## config.mk

```make
export PLATFORM = sky130hd
export DESIGN_NAME = accel_status_readout_regs
export DESIGN_NICKNAME = d
export VERILOG_FILES = /design/src/design/accel_readout_pkg.sv /design/src/design/accel_status_readout_regs.sv /design/src/design/event_latch.sv
export SDC_FILE = /design/constraint.sdc
export NUM_CORES = 1
export LEC_CHECK = 0
export ABC_AREA = 1
export BUFFER_PORTS_ARGS = -buffer_cell sky130_fd_sc_hd__buf_2
export CORE_ASPECT_RATIO = 1.1
export CORE_MARGIN = 4
export CORE_UTILIZATION = 30
export CTS_CLUSTER_SIZE = 25
export DETAILED_ROUTE_END_ITERATION = 10
export PLACE_DENSITY = 0.51
export SYNTH_ARGS = -nofsm -noshare
export SYNTH_HDL_FRONTEND = slang
export SYNTH_SLANG_ARGS = --single-unit
export TNS_END_PERCENT = 100
```

## constraint.sdc

```tcl
create_clock -name core_clk -period 1.5 [get_ports core_clk]
set_clock_uncertainty 0.15 [all_clocks]
set_input_delay 0.15 -clock core_clk [delete_from_list [all_inputs] [get_ports core_clk]]
set_output_delay 0.15 -clock core_clk [all_outputs]
set_load 0.01 [all_outputs]
```

## src/design/accel_readout_pkg.sv

```systemverilog
// Purpose: shared constants for the accelerometer status readout registers
// Assumes: 25 MHz core clock, 8-bit register addresses and data
// Notes: offsets, field positions, latch codes and hold timing live here
package accel_readout_pkg;

    // register offsets on the register port
    localparam logic [7:0] ADDR_Z_LOW   = 8'h06;  // accel_z_low_reg
    localparam logic [7:0] ADDR_Z_UPPER = 8'h07;  // accel_z_upper_reg
    localparam logic [7:0] ADDR_TEMP    = 8'h08;  // die_heat_reading
    localparam logic [7:0] ADDR_MOTION  = 8'h09;  // motion_event_flags
    localparam logic [7:0] ADDR_QUEUE   = 8'h0a;  // sample_queue_event_flags
    localparam logic [7:0] ADDR_AXIS    = 8'h0b;  // knock_motion_axis_flags

    // motion_event_flags bit positions
    localparam int MOT_LOW    = 0;
    localparam int MOT_HIGH   = 1;
    localparam int MOT_SLOPE  = 2;
    localparam int MOT_NOMOT  = 3;
    localparam int MOT_DTAP   = 4;
    localparam int MOT_STAP   = 5;
    localparam int MOT_ORIENT = 6;
    localparam int MOT_FLAT   = 7;

    // sample_queue_event_flags bit positions, bits 4:0 read zero
    localparam int QUE_FULL  = 5;
    localparam int QUE_LEVEL = 6;
    localparam int QUE_DRDY  = 7;

    // knock_motion_axis_flags field positions
    localparam int AXIS_SLOPE_LSB = 0;
    localparam int AXIS_SLOPE_SGN = 3;
    localparam int AXIS_TAP_LSB   = 4;
    localparam int AXIS_TAP_SGN   = 7;

    // event flags: 8 motion flags followed by 3 queue flags
    localparam int NUM_FLAGS = 11;

    // latch-mode codes; every other code means a temporary hold
    localparam logic [3:0] LATCH_NONE = 4'h0;
    localparam logic [3:0] LATCH_PERM = 4'hf;

    // temporary hold time and its cycle count
    localparam int CORE_CLK_HZ      = 25_000_000;
    localparam int TEMP_HOLD_MS     = 250;
    localparam int TEMP_HOLD_CYCLES = CORE_CLK_HZ / 1000 * TEMP_HOLD_MS;

endpackage : accel_readout_pkg

```

## src/design/accel_status_readout_regs.sv

```systemverilog
// Purpose: Z sample, temperature and interrupt status readout registers
// Assumes: all inputs come from logic on core_clk, register port is synchronous
// Notes: read data appears one cycle after the read strobe; writes are dropped
`timescale 1ns/1ps
`default_nettype none
// What this block does
// - Low-byte read freezes upper byte until read
// - burst low-then-upper read returns consistent pair
// - upper byte holds sample bits 11:4
// - temperature two's-complement, zero means 23 C
// - status flag sets when its function triggers
// - latch mode sets none, temporary, permanent hold
// - flags only for enabled functions
// - motion flags register bit layout
// - queue flags in bits 7:5, rest zero
// - tap sign and axis in bits 7:4
// - slope sign and axis in bits 3:0
// - low byte: sample bits 3:0, new-data flag
module accel_status_readout_regs #(
    parameter int HOLD_CYCLES = accel_readout_pkg::TEMP_HOLD_CYCLES  // temporary latch hold
) (
    // clock and reset
    input  wire logic        core_clk,
    input  wire logic        rst,
    // register port
    input  wire logic        regRd,          // one-cycle read strobe
    input  wire logic        regWr,          // one-cycle write strobe, ignored
    input  wire logic [7:0]  regAddr,
    input  wire logic [7:0]  regWrData,
    output var  logic [7:0]  regRdData,
    output var  logic        regRdValid,
    // sample and temperature sources
    input  wire logic        sampleValid,    // new Z sample pulse
    input  wire logic [11:0] sampleZ,        // two's-complement Z sample
    input  wire logic [7:0]  dieTemp,        // live temperature code
    input  wire logic        lockDisable,    // disables low/upper readout locking
    // interrupt engines
    input  wire logic [7:0]  motionTrig,     // per motion function trigger
    input  wire logic [7:0]  motionEn,       // per motion function enable
    input  wire logic [2:0]  queueTrig,      // full, level reached, data ready
    input  wire logic [2:0]  queueEn,
    input  wire logic [3:0]  latchMode,
    input  wire logic        clearLatched,   // clears held flags
    // tap and slope origin
    input  wire logic        tapSign,
    input  wire logic [2:0]  tapAxis,        // z, y, x
    input  wire logic        slopeSign,
    input  wire logic [2:0]  slopeAxis       // z, y, x
);
    if (HOLD_CYCLES < 1) begin : g_bad_hold
        $error("HOLD_CYCLES must be at least one");
    end

    typedef struct packed {
        logic [11:0] sample;   // newest Z sample
        logic [7:0]  upper;    // upper byte image, frozen while locked
        logic        locked;   // low byte read, upper not yet read
        logic        newData;  // sample updated since last low read
        logic [7:0]  temp;     // registered temperature
        logic [7:0]  axis;     // tap and slope origin
        logic [7:0]  rdData;   // read data out
        logic        rdValid;  // read data valid
    } regs_state_t;

    regs_state_t cur_q;  // registered state
    regs_state_t nxt_d;  // next state

    logic [accel_readout_pkg::NUM_FLAGS-1:0] flagTrig;  // enabled triggers
    logic [accel_readout_pkg::NUM_FLAGS-1:0] flagHeld;  // held flags
    logic [7:0] motionFlags;
    logic [7:0] queueFlags;
    logic       readLow;
    logic       readUpper;
    logic       tapHit;
    logic       slopeHit;

    // a flag only ever sees triggers of enabled functions
    assign flagTrig = {queueTrig & queueEn, motionTrig & motionEn};
    assign readLow   = regRd && regAddr == accel_readout_pkg::ADDR_Z_LOW;
    assign readUpper = regRd && regAddr == accel_readout_pkg::ADDR_Z_UPPER;
    assign tapHit    = flagTrig[accel_readout_pkg::MOT_STAP] || flagTrig[accel_readout_pkg::MOT_DTAP];
    assign slopeHit  = flagTrig[accel_readout_pkg::MOT_SLOPE];

    // one holder per flag, all sharing the latch mode
    for (genvar i = 0; i < accel_readout_pkg::NUM_FLAGS; i++) begin : g_flag
        event_latch #(
            .HOLD_CYCLES (HOLD_CYCLES)
        ) u_latch (
            .core_clk     (core_clk),
            .rst          (rst),
            .trigger      (flagTrig[i]),
            .latchMode    (latchMode),
            .clearLatched (clearLatched),
            .flag         (flagHeld[i])
        );
    end

    // motion flags keep their index order, queue flags sit in bits 7:5
    assign motionFlags = flagHeld[7:0];
    assign queueFlags  = {flagHeld[10:8], 5'h00};

    // next-state: sample tracking, lock, origin capture and read mux
    always_comb begin
        nxt_d         = cur_q;
        nxt_d.rdValid = regRd;  // writes never produce an answer
        nxt_d.temp    = dieTemp;
        if (sampleValid) begin
            nxt_d.sample = sampleZ;
        end
        // new-data: a fresh sample wins over the clear by a low read
        if (sampleValid) begin
            nxt_d.newData = 1'b1;
        end else if (readLow) begin
            nxt_d.newData = 1'b0;
        end
        // lock taken by a low read, released by an upper read
        if (readLow && !lockDisable) begin
            nxt_d.locked = 1'b1;
        end else if (readUpper || lockDisable) begin
            nxt_d.locked = 1'b0;
        end
        // upper image follows the sample only when unlocked; the lock takes effect
        // in the very cycle of the low read so a burst sees one sample
        if (!cur_q.locked && !(readLow && !lockDisable)) begin
            nxt_d.upper = nxt_d.sample[11:4];
        end
        // origin fields are captured with their events
        if (tapHit) begin
            nxt_d.axis[accel_readout_pkg::AXIS_TAP_SGN] = tapSign;
            nxt_d.axis[accel_readout_pkg::AXIS_TAP_LSB +: 3] = tapAxis;
        end
        if (slopeHit) begin
            nxt_d.axis[accel_readout_pkg::AXIS_SLOPE_SGN] = slopeSign;
            nxt_d.axis[accel_readout_pkg::AXIS_SLOPE_LSB +: 3] = slopeAxis;
        end
        // read mux; unmapped offsets read zero
        if (regRd) begin
            unique case (regAddr)
                accel_readout_pkg::ADDR_Z_LOW:   nxt_d.rdData = {cur_q.sample[3:0], 3'h0, cur_q.newData};
                accel_readout_pkg::ADDR_Z_UPPER: nxt_d.rdData = cur_q.upper;
                accel_readout_pkg::ADDR_TEMP:    nxt_d.rdData = cur_q.temp;
                accel_readout_pkg::ADDR_MOTION:  nxt_d.rdData = motionFlags;
                accel_readout_pkg::ADDR_QUEUE:   nxt_d.rdData = queueFlags;
                accel_readout_pkg::ADDR_AXIS:    nxt_d.rdData = cur_q.axis;
                default:                         nxt_d.rdData = 8'h00;
            endcase
        end
        // regWr and regWrData touch nothing: every register here is read-only
    end

    // state register
    always_ff @(posedge core_clk) begin
        if (rst) begin
            cur_q <= '0;
        end else begin
            cur_q <= nxt_d;
        end
    end

    assign regRdData  = cur_q.rdData;
    assign regRdValid = cur_q.rdValid;
endmodule : accel_status_readout_regs
`default_nettype wire

```

## src/design/event_latch.sv

```systemverilog
// Purpose: holds one interrupt status flag according to the latch mode
// Assumes: trigger is already gated by the function's enable
// Notes: a new trigger wins over a clear arriving in the same cycle
`timescale 1ns/1ps
`default_nettype none
module event_latch #(
    parameter int HOLD_CYCLES = accel_readout_pkg::TEMP_HOLD_CYCLES
) (
    // clock and reset
    input  wire logic       core_clk,
    input  wire logic       rst,
    // event and control
    input  wire logic       trigger,
    input  wire logic [3:0] latchMode,
    input  wire logic       clearLatched,
    // held flag
    output var  logic       flag
);
    localparam int CW = $clog2(HOLD_CYCLES + 1);

    typedef struct packed {
        logic          flag;   // visible status flag
        logic [CW-1:0] left;   // cycles left in a temporary hold
    } latch_state_t;

    latch_state_t cur_q;  // registered state
    latch_state_t nxt_d;  // next state

    // next-state: mode decides how long a trigger stays visible
    always_comb begin
        nxt_d = cur_q;
        if (latchMode == accel_readout_pkg::LATCH_NONE) begin
            nxt_d.flag = trigger;
            nxt_d.left = '0;
        end else if (latchMode == accel_readout_pkg::LATCH_PERM) begin
            // set wins over the clear, so no event is lost
            if (trigger) begin
                nxt_d.flag = 1'b1;
            end else if (clearLatched) begin
                nxt_d.flag = 1'b0;
            end
        end else begin
            if (trigger) begin
                nxt_d.flag = 1'b1;
                nxt_d.left = CW'(HOLD_CYCLES - 1);
            end else if (clearLatched || cur_q.left == '0) begin
                nxt_d.flag = 1'b0;
            end else begin
                nxt_d.left = cur_q.left - CW'(1);
            end
        end
    end

    // state register
    always_ff @(posedge core_clk) begin
        if (rst) begin
            cur_q <= '0;
        end else begin
            cur_q <= nxt_d;
        end
    end

    assign flag = cur_q.flag;
endmodule : event_latch
`default_nettype wire

```

* Word level (Yosys, flattened, before mapping)
Cells that the tools add are included.
** Storage, ports and cells
- Register bits after elaboration :: 311
- Input bits :: 77
- Output and inout port bits :: 9
- Logic and storage cells :: 227
** Cells by class
- $add $sub $neg :: 11
- Eq/ne operators :: 29
- Multiplexer cells :: 84
- Bitwise operators :: 3
- Reductions and logical operators :: 68
** Operators with widths (count)
- $mux 24 :: 22
- $mux 23 :: 22
- $logic_not 23->1 :: 11
- $sub 23x1->23 const B :: 11
- $pmux 8 s6 :: 1
- $reduce_and 2->1 :: 22
- $reduce_bool 4->1 :: 11
- $mux 1 :: 38
- $ne 4x2->1 const B :: 9
- $eq 8x4->1 const B :: 4
- $ne 2x1->1 const B :: 9
- $eq 8x3->1 const B :: 2
- $logic_or 1x1->1 :: 13
- $mux 12 :: 1
- $and 8x8->8 :: 1
- $ne 4x3->1 const B :: 2
- $eq 4x4->1 const B :: 1
- $logic_and 1x1->1 :: 4
- $logic_not 4->1 :: 1
- $ne 2x2->1 const B :: 2
- $reduce_bool 2->1 :: 2
- $and 3x3->3 :: 1
- $logic_not 1->1 :: 3
- $reduce_or 2->1 :: 1
- $not 1->1 :: 1

* Logic depth before layout (Yosys ltp)
- Depth in word-level cells :: 6
- Mapped depth :: 11
- Mapped depth without buffers :: 10

* By module
Synthesis repeated with hierarchy kept, for this count alone.
** Unflattened totals
- Cell total of the unflattened synthesis :: 3327
- Area, all modules :: 20551.0 µm²
** Modules (own cells, without submodules)
- event_latch :: times used 11, cells each 273, area each 1665.3 µm², seq. area each 480.5 µm²
- accel_status_readout_regs :: times used 1, cells each 324, area each 2232.1 µm², seq. area each 940.9 µm²

* Worst setup path after synthesis
Ideal clock, no wire load.
- Kind :: register -> register
- Start point :: reg g_flag[0].u_latch.cur_q[0] (netlist name)
- End point :: reg g_flag[0].u_latch.cur_q[14] (netlist name)
- Library setup time :: 0.070 ns
- Data arrival time :: 1.422 ns
- Data required time :: 1.280 ns
- Path slack :: -0.142 ns
- Cell stages (with the launch flop) :: 10
- Path buffers :: 0
- Period minus slack after synthesis :: 1.642 ns
- Path through :: dfxtp_1 > inv_1 > ha_1 > inv_1 > nor2_2 > nand2_1 > or2_2 > nand3_1 > nand2_1 > a21oi_1
** On the way
- Word-level cells in the longest chain between the ends :: 4
- Elaborated cells between the ends (all ways) :: 7
- Those cells by class :: 1 x add/sub; 1 x eq/ne; 2 x mux; 3 x reduce/logical
** RTL lines
- from (decl) :: line event_latch.sv:26 : latch_state_t cur_q;
- from (signal assigned) :: line event_latch.sv:59 : cur_q <= nxt_d;
- parallel branches: the longest is 4 deep, another holds $sub 23x1->23
Several ways; the timed one is not identified. The select of a mux whose other input is x is not followed.
A chain may end at the register's enable or synchronous reset.

* Final worst setup path
- Start point :: reg g_flag[1].u_latch.cur_q[5] (netlist name)
- End point :: reg g_flag[1].u_latch.cur_q[13] (netlist name)
** On the way
- Word-level cells in the longest chain between the ends :: 4
- Elaborated cells between the ends (all ways) :: 7
- Those cells by class :: 1 x add/sub; 1 x eq/ne; 2 x mux; 3 x reduce/logical
** RTL lines (line)
- from (decl) :: event_latch.sv:26
- from (signal assigned) :: event_latch.sv:59
- parallel branches: the longest is 4 deep, another holds $sub 23x1->23
Several ways; the timed one is not identified. The select of a mux whose other input is x is not followed.

==> results.toml <==
[outcome]
outcome = "finished, violations left"
violations = "setup timing"

[logic_synthesis]
ys_top_cells_by_area = "dfxtp_1 (32%), nand2_1 (17%), nand3_1 (12%)"
synth_top_cell_area_share_pct = 32.25
syn_area_per_cell_um2 = 6.090
synth_area_um2 = 19300
dominantRegCellSynth = "dfxtp_1"
post_synth_num_cell_types = 34
synthCells = 3170
postSynth.asyncResetShare_pct = 0
ys_ff_latch = 311
ys_seq_area_share_pct = 32.25
synth.largest_area_cell = "dfxtp_1"
synth_nets = 3269
ys_warn_count = 0
synth_edf_count = 0

[clocking]
htreeDepth = 2
clockBufferDepth = 3
clkTransAtPathRegs_ps = 60
cts_tree = "done"
clk_latency_ps = 580
cts_made_buffers = 39
clock-root-buffer = "clkbuf_16"
cts_sinks = 311

[floorplanning]
coreArea_um2 = 63720
fp.dieArea_um2 = 68480
die_h_um = 274.1
row_count = 97
initial_core_util_pct = 30.30
fp.dieW_um = 249.9
ios = 86

[timing]
fin_crit_ps = 1714
setup_viol = 260
layout_setup_ws_ps = -214.0
worst_pin_slew_ps = 512.4
drv_slew = 0
fin_crit_sh_pct = 114.3
rsz0062_at_grt = "yes"
whs_ps = 36.34
setup_tns_ps = -33070
relSlewSlack_pct = 65.84
hold_viol = 0
fmax_mhz = 583.4

[job]
cap_viol_max_count = 0

[worst_setup_path]
required_ps = 1790
arrival_ps = 2010
worstSetupPathType = "register to register"
max_stage_delay_ps = 360
crit_path_cell_trace = "nor2_4 > nand2_4 > nor2_4 > nand3_4 > nand3_4 > nand2_4 > buf_12 > buf_12 > nand2_4 > a21oi_2"
startpoint_type = "register"
crit_path_max_fanout = 6
cp-end-kind = "register"
cpMostUsedCell = "nand2_4"
crit_slowest_cell = "dfxtp_4"

[detailed_routing]
drc_errors = 0
wl_per_cell_um = 14.74
first_iter_violations = 1104
drt_wl_total_mm = 72.68
viasPerCell = 4.821
num_vias = 23760
ant_nets = 0
dr.pass1.iters = 5

[hold_path]
hp-class = "primary input to register"

[global_routing]
grt_max_degree = 34
grt.total_usage_pct = 19.02
grt_pass1_vias = 22320
gr-total-overflow = 0
antenna_found_initial = 0
grt_pass1_wl_mm = 109.9

[cells_and_area]
drive_above_1_share_pct = 55.42
layout.nets = 4158
final_cell_area_um2 = 35030
areaGrowthSynthToFinish_pct = 81.45
fillers = 5844
stdcell_count = 4929

[place]
port_buffers = 76
place.gp.congestion = 0.8287
dp.cells = 4647
place_area_um2 = 25660
dp_slack_ps = -293.6
hpwl_mm = 46.34

[pwr]
powerDensity_nw_per_um2 = 1358
vdd_ir_drop_max_v = 0.0008038
p_leak_nw = 15.97
-- metrics by stage --
step / util (%) / power, mW
5_1_grt: 54.97 / 50.77
6_report: 54.97 / 47.55
3_3_place_gp: 40.28 / 28.56
3_5_place_dp: 40.28 / 28.63
4_1_cts: 47.08 / 41.09
2_1_floorplan: - / 20.43
-- power breakdown --
group          internal (mW)  switching, mW
sequential              9.49           1.16
combinational           13.5           14.2
clock                   5.32           3.91
-- area by class of cell --
class / count / area (µm²) / area share [%]
multi-input cells: 2521 / 16940 / 48.35
inverters: 216 / 870.8 / 2.486
repair buffers: 970 / 8467 / 24.17
clock inverters: 12 / 97.59 / 0.2786
well taps: 841 / 1052 / 3.004
clock buffers: 57 / 1144 / 3.265
diodes: 1 / 2.502 / 0.007144
flip-flops and latches: 311 / 6459 / 18.44
-- worst paths after layout --
path | to | slack [ps] | cells past startpoint | startpoint
worst max-delay path | g_flag[1].u_latch.cur_q[13] | -210 | 10 | g_flag[1].u_latch.cur_q[5]
worst min-delay path | g_flag[1].u_latch.cur_q[7] | 40 | 5 | motionEn[1]
worst max register to register | g_flag[1].u_latch.cur_q[13] | -210 | 10 | g_flag[1].u_latch.cur_q[5]
worst min register to register | cur_q[33] | 300 | 2 | cur_q[33]
-- cell usage in the layout, fill, tap and decap left out, types with 9 or more instances in the layout --
cell type / instances
buf_4: 653
nand2_1: 536
nand3_1: 356
nor2_1: 245
nand2_2: 210
nor2_4: 193
dfxtp_1: 179
a21oi_2: 177
inv_1: 163
nand2_4: 140
nor2_2: 137
buf_6: 119
dfxtp_2: 105
nand3_2: 104
a21oi_1: 87
buf_2: 77
dlygate4sd3_1: 61
nand4_1: 58
clkbuf_16: 48
or2_2: 32
inv_2: 30
xor2_1: 30
buf_12: 30
o21ai_0: 28
dfxtp_4: 27
nand3_4: 23
o21ai_2: 22
or2_4: 22
ha_4: 22
inv_4: 21
xnor2_1: 18
nand3b_1: 16
buf_8: 14
nand2_8: 10
clkbuf_8: 10
or2_1: 9
clkinv_2: 9
-- flip-flops by register name, indices dropped and copies added (netlist names) --
register	flops
g_flag.u_latch.cur_q	253
regRdData	8
g_flag.u_latch.flag	11
regRdValid	1
cur_q	38
-- synth_stat cells (13+ instances only) --
library cell	count
nand3b_1	16
nand3_1	477
xor2_1	32
a21oi_1	265
buf_2	66
buf_4	23
dfxtp_1	311
o21ai_0	58
or2_2	54
xnor2_1	18
nand2_1	880
clkbuf_1	24
nand4_1	58
nand2_2	13
ha_1	22
nor2_2	21
nor2_1	548
inv_1	208
-- repair_timing --
item / 4_1_cts / 5_1_grt
setup endpoints to repair: 265 / 275
gates cloned: 12 / 14
pin swaps: 154 / 403
hold buffers: 62 / 0
gates resized for setup: 519 / 1249
endpoints found under the hold margin: 68 / 0
setup buffers: 74 / 71
-- worst max-delay path, delay by kind of cell (launching register included) --
family | cells | cell delay, ps
simple gates | 7 | 740
buf+inv | 2 | 300
compound gates | 1 | 50
flops | 1 | 360
-- kinds of logic after synthesis --
| family | Yosys count | share of synthesized area, % |
|---|---|---|
| compound gates | 324 | 8.413 |
| xor+xnor | 50 | 2.268 |
| fa+ha+maj | 22 | 1.426 |
| buf+inv | 341 | 7.829 |
| flops | 311 | 32.25 |
| mux | 8 | 0.4148 |
| simple gates | 2114 | 47.40 |
-- layer usage --
| layer | wire length, µm | vias up | track usage, % |
|---|---|---|---|
| met1 | 31510 | 11190 | 23.57 |
| met3 | 2345 | 118 | 2.552 |
| li1 | - | 12090 | - |
| met5 | 0 | - | 0 |
| met2 | 37060 | 363 | 34.69 |
| met4 | 1766 | 0 | 5.080 |
(Power assumes the default switching activity.)
